===== src/spi_port_consts.svh =====
`ifndef SPI_PORT_CONSTS_SVH
`define SPI_PORT_CONSTS_SVH

// ----------------------------------------------------------------
// register indices, byte address is four times the index
// ----------------------------------------------------------------
`define SPI_IDX_CONTROL 8'h2C
`define SPI_IDX_STATUS  8'h2D
`define SPI_IDX_DATA    8'h2E

// ----------------------------------------------------------------
// status field positions and reset values
// ----------------------------------------------------------------
`define SPI_ST_DONE_POS  7
`define SPI_ST_WRITE_COLLISION_FLAG_POS  6
`define SPI_ST_X2_POS    0
`define SPI_CONTROL_RST  8'h00
`define SPI_STATUS_RST   8'h00
`define SPI_DATA_RST     8'h00

// ----------------------------------------------------------------
// sck dividers of clk_sys, normal and double speed
// ----------------------------------------------------------------
`define SPI_DIV_N0 4
`define SPI_DIV_N1 16
`define SPI_DIV_N2 64
`define SPI_DIV_N3 128
`define SPI_DIV_X0 2
`define SPI_DIV_X1 8
`define SPI_DIV_X2 32
`define SPI_DIV_X3 64
`define SPI_EDGES_PER_BYTE 16

`endif


===== src/spi_port_pkg.sv =====
package spi_port_pkg;

    // control register layout, bit 7 down to bit 0
    typedef struct packed {
        logic       irqEnableBit;
        logic       portEnableBit;
        logic       bitOrderSelect;
        logic       masterSelectBit;
        logic       clockPolarityBit;
        logic       clockPhaseBit;
        logic [1:0] rateSelect;
    } ctrl_s;

    // the three serial pins as one bundle
    typedef struct packed {
        logic sck;
        logic mosi;
        logic miso;
    } pins_s;

    // master shift sequencer
    typedef enum logic {
        XFER_IDLE,
        XFER_SHIFT
    } xfer_e;

endpackage


===== src/spi_master_slave_port.sv =====
`timescale 1ns/1ps
`include "spi_port_consts.svh"
`default_nettype none

module spi_master_slave_port (
    input  wire logic                 clk_sys,
    input  wire logic                 rst_n,
    input  wire logic [7:0]           avsAddress,
    input  wire logic                 avsRead,
    input  wire logic                 avsWrite,
    input  wire logic [31:0]          avsWriteData,
    input  wire logic [3:0]           avsByteEnable,
    output logic      [31:0]          avsReadData,
    output logic                      avsWaitRequest,
    input  wire logic                 globalIrqEnable,
    input  wire logic                 irqVectorTaken,
    output logic                      irqRequest,
    input  wire logic                 ssIsOutput,
    input  wire logic                 mosiDirOut,
    input  wire logic                 misoDirOut,
    input  wire logic                 sckDirOut,
    input  wire logic                 slaveSelectIn_n,
    input  wire spi_port_pkg::pins_s  pinIn,
    output spi_port_pkg::pins_s       pinOut,
    output spi_port_pkg::pins_s       pinOe
);

    localparam logic [7:0] ADDR_CONTROL = 8'(`SPI_IDX_CONTROL * 4);
    localparam logic [7:0] ADDR_STATUS  = 8'(`SPI_IDX_STATUS * 4);
    localparam logic [7:0] ADDR_DATA    = 8'(`SPI_IDX_DATA * 4);
    localparam logic [3:0] LAST_EDGE    = 4'(`SPI_EDGES_PER_BYTE - 1);
    localparam logic [10:0] BYTE_CYCLES_MAX = 11'h406;  // longest master byte plus margin

    spi_port_pkg::ctrl_s ctrlQ;
    spi_port_pkg::xfer_e stateQ;
    logic        doubleSpeedQ;
    logic        doneFlagQ;
    logic        wcolFlagQ;
    logic        clearArmQ;
    logic        waitQ;
    logic [7:0]  txShQ;
    logic [7:0]  rxShQ;
    logic [7:0]  rxBufQ;
    logic [3:0]  edgeCntQ;
    logic [5:0]  divCntQ;
    logic        sckQ;
    logic        sckPrevQ;
    logic [3:0]  syncAQ;
    logic [3:0]  syncBQ;
    logic [2:0]  mSmpQ;
    logic [2:0]  mDoneQ;
    logic [10:0] shiftCycQ;

    // ----------------------------------------------------------------
    // pin synchronisers
    // ----------------------------------------------------------------

    // two flops on every pin input; only the second stage is read
    always_ff @(posedge clk_sys or negedge rst_n) begin
        if (!rst_n) begin
            syncAQ <= 4'hF;
            syncBQ <= 4'hF;
        end else begin
            syncAQ <= {slaveSelectIn_n, pinIn.sck, pinIn.mosi, pinIn.miso};
            syncBQ <= syncAQ;
        end
    end

    logic ssS;
    logic sckS;
    logic mosiS;
    logic misoS;
    assign ssS   = syncBQ[3];
    assign sckS  = syncBQ[2];
    assign mosiS = syncBQ[1];
    assign misoS = syncBQ[0];

    // ----------------------------------------------------------------
    // bus decode
    // ----------------------------------------------------------------

    // request completes in the cycle where waitrequest is low
    logic acc;
    logic dataAcc;
    logic dataWr;
    logic ctrlWr;
    logic statWr;
    logic statRd;
    assign acc     = (avsRead || avsWrite) && !waitQ;
    assign dataAcc = acc && (avsAddress == ADDR_DATA);
    assign dataWr  = dataAcc && avsWrite && avsByteEnable[0];
    assign ctrlWr  = acc && avsWrite && avsByteEnable[0] && (avsAddress == ADDR_CONTROL);
    assign statWr  = acc && avsWrite && avsByteEnable[0] && (avsAddress == ADDR_STATUS);
    assign statRd  = acc && avsRead && (avsAddress == ADDR_STATUS);

    // ----------------------------------------------------------------
    // role, edge and completion terms
    // ----------------------------------------------------------------
    logic isMaster;
    logic slvActive;
    logic fallBack;
    logic busy;
    logic divTick;
    logic edgeStb;
    logic edgeLead;
    logic sampleEdge;
    logic setupEdge;
    logic done;
    logic rxStb;
    logic byteDone;
    logic inBit;
    logic txBit;
    logic [6:0] halfPeriod;
    logic [7:0] rxNext;

    // divider choice from rate bits and double speed
    always_comb begin
        case ({doubleSpeedQ, ctrlQ.rateSelect})
            3'h0: halfPeriod = 7'(`SPI_DIV_N0 / 2);
            3'h1: halfPeriod = 7'(`SPI_DIV_N1 / 2);
            3'h2: halfPeriod = 7'(`SPI_DIV_N2 / 2);
            3'h3: halfPeriod = 7'(`SPI_DIV_N3 / 2);
            3'h4: halfPeriod = 7'(`SPI_DIV_X0 / 2);
            3'h5: halfPeriod = 7'(`SPI_DIV_X1 / 2);
            3'h6: halfPeriod = 7'(`SPI_DIV_X2 / 2);
            default: halfPeriod = 7'(`SPI_DIV_X3 / 2);
        endcase
    end

    assign isMaster  = ctrlQ.portEnableBit && ctrlQ.masterSelectBit;
    assign fallBack  = isMaster && !ssIsOutput && !ssS;
    assign slvActive = ctrlQ.portEnableBit && !ctrlQ.masterSelectBit && !ssS;
    assign busy      = (stateQ == spi_port_pkg::XFER_SHIFT) || (mDoneQ != 3'h0)
                       || (slvActive && edgeCntQ != 4'h0);
    assign divTick   = (divCntQ == 6'(halfPeriod - 7'h01));

    // master edges come from the divider, slave edges from sampled sck
    always_comb begin
        if (isMaster) begin
            edgeStb  = (stateQ == spi_port_pkg::XFER_SHIFT) && divTick && !fallBack;
            edgeLead = (sckQ == ctrlQ.clockPolarityBit);
        end else begin
            edgeStb  = slvActive && (sckS != sckPrevQ);
            edgeLead = (sckPrevQ == ctrlQ.clockPolarityBit);
        end
    end

    // sample on one edge kind, setup on the other
    assign sampleEdge = edgeStb && (edgeLead ^ ctrlQ.clockPhaseBit);
    assign setupEdge  = edgeStb && !(edgeLead ^ ctrlQ.clockPhaseBit)
                        && !(ctrlQ.clockPhaseBit && edgeCntQ == 4'h0);
    assign done       = edgeStb && (edgeCntQ == LAST_EDGE);
    assign inBit      = mSmpQ[2] ? misoS : mosiS;
    assign txBit      = ctrlQ.bitOrderSelect ? txShQ[0] : txShQ[7];
    assign rxNext     = ctrlQ.bitOrderSelect ? {inBit, rxShQ[7:1]}
                                             : {rxShQ[6:0], inBit};
    assign rxStb      = mSmpQ[2] || (sampleEdge && !isMaster);
    assign byteDone   = mDoneQ[2] || (done && !isMaster);

    // ----------------------------------------------------------------
    // avalon slave handshake
    // ----------------------------------------------------------------

    // waitrequest drops for exactly one cycle per request
    always_ff @(posedge clk_sys or negedge rst_n) begin
        if (!rst_n) begin
            waitQ <= 1'b1;
        end else if ((avsRead || avsWrite) && waitQ) begin
            waitQ <= 1'b0;
        end else begin
            waitQ <= 1'b1;
        end
    end

    // read data registered one cycle ahead of completion
    always_ff @(posedge clk_sys or negedge rst_n) begin
        if (!rst_n) begin
            avsReadData <= 32'h0000_0000;
        end else if (avsRead && waitQ) begin
            if (avsAddress == ADDR_CONTROL) begin
                avsReadData <= {24'h00_0000, ctrlQ};
            end else if (avsAddress == ADDR_STATUS) begin
                avsReadData <= {24'h00_0000, doneFlagQ, wcolFlagQ, 5'h00, doubleSpeedQ};
            end else if (avsAddress == ADDR_DATA) begin
                avsReadData <= {24'h00_0000, rxBufQ};
            end else begin
                avsReadData <= 32'h0000_0000;
            end
        end
    end

    assign avsWaitRequest = waitQ;

    // ----------------------------------------------------------------
    // control and status registers
    // ----------------------------------------------------------------

    // control, role bit cleared by hardware on fall-back
    always_ff @(posedge clk_sys or negedge rst_n) begin
        if (!rst_n) begin
            ctrlQ <= spi_port_pkg::ctrl_s'(`SPI_CONTROL_RST);
        end else begin
            if (ctrlWr) begin
                ctrlQ <= spi_port_pkg::ctrl_s'(avsWriteData[7:0]);
            end
            if (fallBack) begin
                ctrlQ.masterSelectBit <= 1'b0;
            end
        end
    end

    // double speed is the only writable status bit
    always_ff @(posedge clk_sys or negedge rst_n) begin
        if (!rst_n) begin
            doubleSpeedQ <= 1'b0;
        end else if (statWr) begin
            doubleSpeedQ <= avsWriteData[`SPI_ST_X2_POS];
        end
    end

    // status read with a flag set arms the clear by a data access
    always_ff @(posedge clk_sys or negedge rst_n) begin
        if (!rst_n) begin
            clearArmQ <= 1'b0;
        end else if (statRd) begin
            clearArmQ <= doneFlagQ || wcolFlagQ;
        end else if (dataAcc) begin
            clearArmQ <= 1'b0;
        end
    end

    // done flag, set wins over any clear
    always_ff @(posedge clk_sys or negedge rst_n) begin
        if (!rst_n) begin
            doneFlagQ <= 1'b0;
        end else if (byteDone || fallBack) begin
            doneFlagQ <= 1'b1;
        end else if ((clearArmQ && dataAcc) || irqVectorTaken) begin
            doneFlagQ <= 1'b0;
        end
    end

    // collision flag on a data write during a transfer
    always_ff @(posedge clk_sys or negedge rst_n) begin
        if (!rst_n) begin
            wcolFlagQ <= 1'b0;
        end else if (dataWr && busy) begin
            wcolFlagQ <= 1'b1;
        end else if (clearArmQ && dataAcc) begin
            wcolFlagQ <= 1'b0;
        end
    end

    // interrupt request follows flag, enable and global enable
    always_ff @(posedge clk_sys or negedge rst_n) begin
        if (!rst_n) begin
            irqRequest <= 1'b0;
        end else begin
            irqRequest <= ctrlQ.irqEnableBit && doneFlagQ && globalIrqEnable;
        end
    end

    // ----------------------------------------------------------------
    // master sequencer and clock generator
    // ----------------------------------------------------------------

    // a data write in master role starts the byte
    always_ff @(posedge clk_sys or negedge rst_n) begin
        if (!rst_n) begin
            stateQ <= spi_port_pkg::XFER_IDLE;
        end else begin
            case (stateQ)
                spi_port_pkg::XFER_IDLE: begin
                    if (dataWr && !busy && isMaster && !fallBack) begin
                        stateQ <= spi_port_pkg::XFER_SHIFT;
                    end
                end
                spi_port_pkg::XFER_SHIFT: begin
                    if (done || fallBack || !isMaster) begin
                        stateQ <= spi_port_pkg::XFER_IDLE;
                    end
                end
                default: stateQ <= spi_port_pkg::XFER_IDLE;
            endcase
        end
    end

    // half-period counter runs only while shifting
    always_ff @(posedge clk_sys or negedge rst_n) begin
        if (!rst_n) begin
            divCntQ <= 6'h00;
        end else if (stateQ != spi_port_pkg::XFER_SHIFT || divTick) begin
            divCntQ <= 6'h00;
        end else begin
            divCntQ <= divCntQ + 6'h01;
        end
    end

    // sck toggles per half period and rests at the idle level
    always_ff @(posedge clk_sys or negedge rst_n) begin
        if (!rst_n) begin
            sckQ <= 1'b0;
        end else if (stateQ == spi_port_pkg::XFER_SHIFT && edgeStb) begin
            sckQ <= !sckQ;
        end else if (stateQ == spi_port_pkg::XFER_IDLE) begin
            sckQ <= ctrlQ.clockPolarityBit;
        end
    end

    // ----------------------------------------------------------------
    // shared shift datapath
    // ----------------------------------------------------------------

    // edge counter, cleared when the slave is deselected
    always_ff @(posedge clk_sys or negedge rst_n) begin
        if (!rst_n) begin
            edgeCntQ <= 4'h0;
        end else if (!isMaster && !slvActive) begin
            edgeCntQ <= 4'h0;
        end else if (isMaster && stateQ == spi_port_pkg::XFER_IDLE) begin
            edgeCntQ <= 4'h0;
        end else if (edgeStb) begin
            edgeCntQ <= edgeCntQ + 4'h1;
        end
    end

    // previous synchronised sck for slave edge detection
    always_ff @(posedge clk_sys or negedge rst_n) begin
        if (!rst_n) begin
            sckPrevQ <= 1'b1;
        end else begin
            sckPrevQ <= sckS;
        end
    end

    // master miso crosses the pin synchroniser: each sample and the byte end
    // wait until the pin value behind that sck edge has come through
    always_ff @(posedge clk_sys or negedge rst_n) begin
        if (!rst_n) begin
            mSmpQ  <= 3'h0;
            mDoneQ <= 3'h0;
        end else begin
            mSmpQ  <= {mSmpQ[1:0], sampleEdge && isMaster};
            mDoneQ <= {mDoneQ[1:0], done && isMaster};
        end
    end

    // cycles spent shifting one master byte, for the bound check
    always_ff @(posedge clk_sys or negedge rst_n) begin
        if (!rst_n) begin
            shiftCycQ <= 11'h000;
        end else if (stateQ != spi_port_pkg::XFER_SHIFT) begin
            shiftCycQ <= 11'h000;
        end else if (shiftCycQ != 11'h7FF) begin
            shiftCycQ <= shiftCycQ + 11'h001;
        end
    end

    // send register, single buffered
    always_ff @(posedge clk_sys or negedge rst_n) begin
        if (!rst_n) begin
            txShQ <= `SPI_DATA_RST;
        end else if (dataWr && !busy) begin
            txShQ <= avsWriteData[7:0];
        end else if (setupEdge) begin
            txShQ <= ctrlQ.bitOrderSelect ? {1'b0, txShQ[7:1]}
                                          : {txShQ[6:0], 1'b0};
        end
    end

    // receive shifter, partial bits dropped on deselect
    always_ff @(posedge clk_sys or negedge rst_n) begin
        if (!rst_n) begin
            rxShQ <= 8'h00;
        end else if (!isMaster && !slvActive) begin
            rxShQ <= 8'h00;
        end else if (rxStb) begin
            rxShQ <= rxNext;
        end
    end

    // receive buffer holds the last complete byte
    always_ff @(posedge clk_sys or negedge rst_n) begin
        if (!rst_n) begin
            rxBufQ <= `SPI_DATA_RST;
        end else if (byteDone) begin
            rxBufQ <= rxStb ? rxNext : rxShQ;
        end
    end

    // ----------------------------------------------------------------
    // pin drivers
    // ----------------------------------------------------------------

    // outputs and enables, all from flops
    always_ff @(posedge clk_sys or negedge rst_n) begin
        if (!rst_n) begin
            pinOut <= '0;
            pinOe  <= '0;
        end else begin
            pinOut.sck  <= sckQ;
            pinOut.mosi <= txBit;
            pinOut.miso <= txBit;
            pinOe.sck   <= isMaster && !fallBack && sckDirOut;
            pinOe.mosi  <= isMaster && !fallBack && mosiDirOut;
            pinOe.miso  <= slvActive && misoDirOut;
        end
    end

    // ----------------------------------------------------------------
    // checks
    // ----------------------------------------------------------------
    a_done_sets_flag: assert property (@(posedge clk_sys) disable iff (!rst_n)
        byteDone |=> doneFlagQ)
        else $error("done flag not set after byte");

    a_fallback_role: assert property (@(posedge clk_sys) disable iff (!rst_n)
        fallBack |=> !ctrlQ.masterSelectBit && doneFlagQ ##1 !pinOe.sck)
        else $error("fall-back did not release master role");

    a_write_collision_flag_on_busy: assert property (@(posedge clk_sys) disable iff (!rst_n)
        (dataWr && busy) |=> wcolFlagQ && ($stable(txShQ) || $past(setupEdge)))
        else $error("collision write not flagged or data taken");

    a_clear_sequence: assert property (@(posedge clk_sys) disable iff (!rst_n)
        (clearArmQ && dataAcc && !byteDone && !fallBack) |=> !doneFlagQ && !wcolFlagQ)
        else $error("flags not cleared by status then data access");

    a_irq_follows: assert property (@(posedge clk_sys) disable iff (!rst_n)
        irqRequest == $past(ctrlQ.irqEnableBit && doneFlagQ && globalIrqEnable))
        else $error("interrupt request does not follow its terms");

    a_disabled_idle: assert property (@(posedge clk_sys) disable iff (!rst_n)
        !ctrlQ.portEnableBit |-> !edgeStb ##1 stateQ == spi_port_pkg::XFER_IDLE)
        else $error("transfer activity while disabled");

    a_byte_bounded: assert property (@(posedge clk_sys) disable iff (!rst_n)
        (stateQ == spi_port_pkg::XFER_SHIFT) |-> (shiftCycQ <= BYTE_CYCLES_MAX))
        else $error("master byte did not end in time");

    a_slave_reset: assert property (@(posedge clk_sys) disable iff (!rst_n)
        (!ctrlQ.masterSelectBit && ssS) |=> edgeCntQ == 4'h0 && rxShQ == 8'h00)
        else $error("slave logic not reset on deselect");

    a_buffer_hold: assert property (@(posedge clk_sys) disable iff (!rst_n)
        $changed(rxBufQ) |-> $past(byteDone))
        else $error("receive buffer changed without a finished byte");

    a_wait_single: assert property (@(posedge clk_sys) disable iff (!rst_n)
        !avsWaitRequest |=> avsWaitRequest)
        else $error("waitrequest low for more than one cycle");

endmodule

`default_nettype wire


===== config.mk =====
export PLATFORM = sky130hd
export DESIGN_NAME = spi_master_slave_port
export DESIGN_NICKNAME = d
export VERILOG_FILES = /design/src/spi_port_pkg.sv /design/src/spi_master_slave_port.sv
export VERILOG_INCLUDE_DIRS = /design/src
export SDC_FILE = /design/constraint.sdc
export NUM_CORES = 1
export LEC_CHECK = 0
export ABC_AREA = 1
export BUFFER_PORTS_ARGS = -buffer_cell sky130_fd_sc_hd__buf_2
export CAP_MARGIN = 5
export CORE_MARGIN = 2
export CORE_UTILIZATION = 33
export CTS_CLUSTER_SIZE = 12
export DETAILED_ROUTE_END_ITERATION = 6
export PLACE_DENSITY = 0.65
export SLEW_MARGIN = 20
export SYNTH_ARGS = -nofsm -noshare
export SYNTH_HDL_FRONTEND = slang
export SYNTH_SLANG_ARGS = --single-unit

===== constraint.sdc =====
create_clock -name clk_sys -period 2.73 [get_ports clk_sys]
set_input_delay 0.1365 -clock clk_sys [delete_from_list [all_inputs] [get_ports clk_sys]]
set_output_delay 0.1365 -clock clk_sys [all_outputs]
set_load 0.005 [all_outputs]

==> results.md <==
- Switching part of the total: around 27%
- TNS Setup: 0 ns
- Status: complete, no violations
- Final setup viols: 0
- Fin. Hold Viols: 0
- Chip Width: between 100 and 150 um
- H-tree depth: 3
- R2r startpoint: ctrlQ[0]
- Hold path startpoint: mosiDirOut
- Reg2reg path depth: 16
- Via count: about 3200
- Placer congestion estimate: 0.8134
- DR iter-0 viols: approximately 220
- Sequential element share of the synthesized area: between 40% and 50%
- Async set-reset flop share out of synthesis: between 90% and 100%
- Sequential power share: 47.5%
- Post-route DRC: 0
- Achievable frequency: 413.8 MHz
- Ys Warns: 0
- Clock Pin Slew Worst Setup and Hold Paths: 0.06 ns
- Die area: 13110 um2
- RSZ-0062 raised after global routing: no
- Die height: around 110 um
- Clock Path Buffers: 2
- TritonCTS Buffers: 9
- Hold Path Depth: 3
- Sink Count: approximately 80
- CP startpoint kind: register
- Footprint of the multi-input gates: around 1700 um2
- Overflow left after global routing: 0
- Starting density of the core: between 30% and 40%
- PnR Total Power: around 0.0028 W
- Clock Root Buffer: clkbuf_16
- Final ANT Viol Nets: 0
- Via/cell ratio: 4.672
- Most frequent cells in the layout: nand2_1, dfrtp_1, nand3_1
- Number of global-route vias before repair: approximately 3000
- Post-Synthesis Cells: between 400 and 500
- DR WL/cell: around 13 um
- Io pins: 98
- Yosys cell types: 44
- Combinational share of power: a little over an eighth
- Pre-CTS WS: 0.3207 ns
- Worst EP required: roughly 3.0 ns
- #FFs+latches synth: 78
- # rows: 40
- Proportion of layout cells with a drive suffix above 1: slightly above 20%
- Layout fillers: between 1000 and 1500
- HPWL Detailed: 6.386 mm
- Total Routing Usage GR: between 10 and 15%
- Core Area: 11960 um2
- Final Cycle Share: between 80% and 90%
- Antenna diodes: 0
- Latest clock arrival within the worst-skew pair: about 0.34 ns
- Fin. max-slew vios: 0
- Critical path arrival: about 2.6 ns
- Max-Cap Viols: 0
- CP max FO: 9
- VDD IR max: about 0.22 mV
- Total Routed Length: 8.758 mm
- Most common cell after layout, fill and taps aside: nand2_1
- Port Buffers: 46
- Primary FF master, synth: dfrtp_1
- Reg2Reg Setup Slack: about 0.31 ns
- PnR worst setup slack: approximately 0.31 ns
- Number of synthesized flops with an enable pin: 0
- Internal power: 0.002023 W
- Worst Skew: between 0.008 and 0.009 ns
- Sequential cell area: roughly 2000 um2
- Largest net degree at the start of global routing: slightly below 80
- Kind of end point of the critical path: register
- Crit. Startpoint: ctrlQ[0]
- CTS tree: built
- Syn avg cell area: around 8.4 um2
- Kind of critical path: register to register
- Min Tclk post-route: around 2.4 ns
- Post-Syn Area: 4030 um2
- Antenna violations before repair: 0
- Clock power frac: 39.6%
- PwrDens: ~600 nW/um2
- HP Class: input port to register
- NetSw: 0.0007633 W
- DRT Pass-1 Iters: 5
- Worst rel slew slack: between 30% and 40%
- Area delta synth->final: 15.65%
- First-pass GRT wire length: 14.21 mm
- Leak Pwr: about 2.3 nW
- WHS Endpoint: pinOe[1]
- Final #Nets: just under 600
- R2r endpoint: rxBufQ[0]
- Measured slew at the worst slew-check pin: 0.9687 ns
worst max-delay path: stages, from the launching register on:
cell     delay, ns
dfrtp_1       0.46
nor2_2        0.20
nand2_2       0.08
ha_1          0.31
inv_1         0.04
nand2_1       0.05
nand2_1       0.05
nor2_2        0.10
nand3_2       0.10
nor2_4        0.10
nand3_2       0.09
nand2_4       0.14
nand3_4       0.17
nand2_8       0.15
nand2_2       0.07
nand3_1       0.12
nand2_1       0.06
final cells by class:
class,count,area share [%]
inverter,54,4.456
clock inverter,6,0.9933
timing repair buffer,56,7.034
sequential,78,42.15
clock buffer,10,4.913
multi-input combinational,336,36.51
tap,147,3.946
per-stage QoR:
| stage | std cells | hold slack, ns | util (%) | cell area, um2 |
|---|---|---|---|---|
| 3_5_place_dp | 663 | 0.2444 | 35.99 | 4305 |
| 5_1_grt | 687 | 0.01599 | 38.96 | 4661 |
| 4_1_cts | 687 | 0.0009908 | 38.96 | 4661 |
| 2_1_floorplan | 503 | -0.1591 | - | 4116 |
| 6_report | 687 | 0.01012 | 38.96 | 4661 |
| 3_3_place_gp | 663 | 0.2439 | 35.99 | 4305 |
power groups by stage:
stage | logic [W] | clock network, W | registers, W
CTS | 0.000362 | 0.00114 | 0.00132
global placement | 0.000337 | 0 | 0.00134
detailed placement | 0.000350 | 0 | 0.00134
floorplan | 0.000259 | 0 | 0.00133
finish | 0.000361 | 0.00110 | 0.00132
global route | 0.000415 | 0.00119 | 0.00133
what timing repair did:
item | CTS | global route
endpoints found under the hold margin | 7 | 0
setup buffers | 0 | 0
hold buffers | 8 | 0
gates resized for setup | 0 | 0
how the worst max path moves through the flow:
stage	endpoint	cells after the start
global route	rxBufQ[1]	15
floorplan	rxShQ[0]	17
detailed placement	rxBufQ[0]	16
CTS	rxBufQ[4]	16
finish	rxBufQ[0]	16
global placement	rxBufQ[0]	16
synthesized netlist by cell type, types with 2 or more instances:
master / count / area share [%]
nand2_1: 118 / 11
dfrtp_1: 68 / 42
nand3_1: 50 / 6.2
inv_1: 48 / 4.5
nor2_1: 34 / 3.2
o21ai_0: 27 / 3.4
buf_4: 25 / 4.7
nand2_2: 12 / 1.9
a31oi_1: 11 / 1.7
dfstp_2: 10 / 6.5
clkbuf_1: 6 / 0.56
o21ai_1: 6 / 0.75
a21oi_1: 4 / 0.50
ha_1: 4 / 1.2
inv_2: 4 / 0.37
nand2_4: 4 / 1.1
nor2_2: 4 / 0.62
nand3_2: 3 / 0.75
nand4_1: 3 / 0.47
nor3_1: 3 / 0.37
o211ai_1: 3 / 0.56
xor2_1: 3 / 0.65
and3_1: 2 / 0.31
buf_2: 2 / 0.25
buf_6: 2 / 0.56
nand3b_1: 2 / 0.37
nor2_4: 2 / 0.56
nor3_2: 2 / 0.50
o22ai_1: 2 / 0.31
xnor2_1: 2 / 0.43
flip-flops by register name, indices dropped and copies added (netlist names):
signal	count
doubleSpeedQ	1
mSmpQ	3
mDoneQ	3
sckQ	1
syncBQ	4
edgeCntQ	4
pinOut	2
rxBufQ	8
syncAQ	4
doneFlagQ	1
avsWaitRequest	1
clearArmQ	1
sckPrevQ	1
divCntQ	6
stateQ	1
avsReadData	8
irqRequest	1
pinOe	3
wcolFlagQ	1
txShQ	8
rxShQ	8
ctrlQ	8
routing by layer:
layer | up-vias | global-route usage [%] | routed length [um]
li1 | 1607 | - | -
met1 | 1496 | 17.45 | 3854
met2 | 101 | 23.12 | 4351
met3 | 6 | 4.023 | 472
met4 | 0 | 3.902 | 80
met5 | - | 0 | 0
logic make-up (layout without fill, tap and decap cells):
kind of cell / count (synthesis) / in the layout / share of synthesized area (%)
fa+ha+maj: 4 / 4 / 1.242
compound gates: 57 / 57 / 8.321
buf+inv: 89 / 126 / 11.18
flops: 78 / 78 / 48.74
simple gates: 245 / 245 / 28.93
other cells: 1 / 24 / 0.09305
xor+xnor: 6 / 6 / 1.491
No activity file was read; power rests on OpenSTA's default activity.
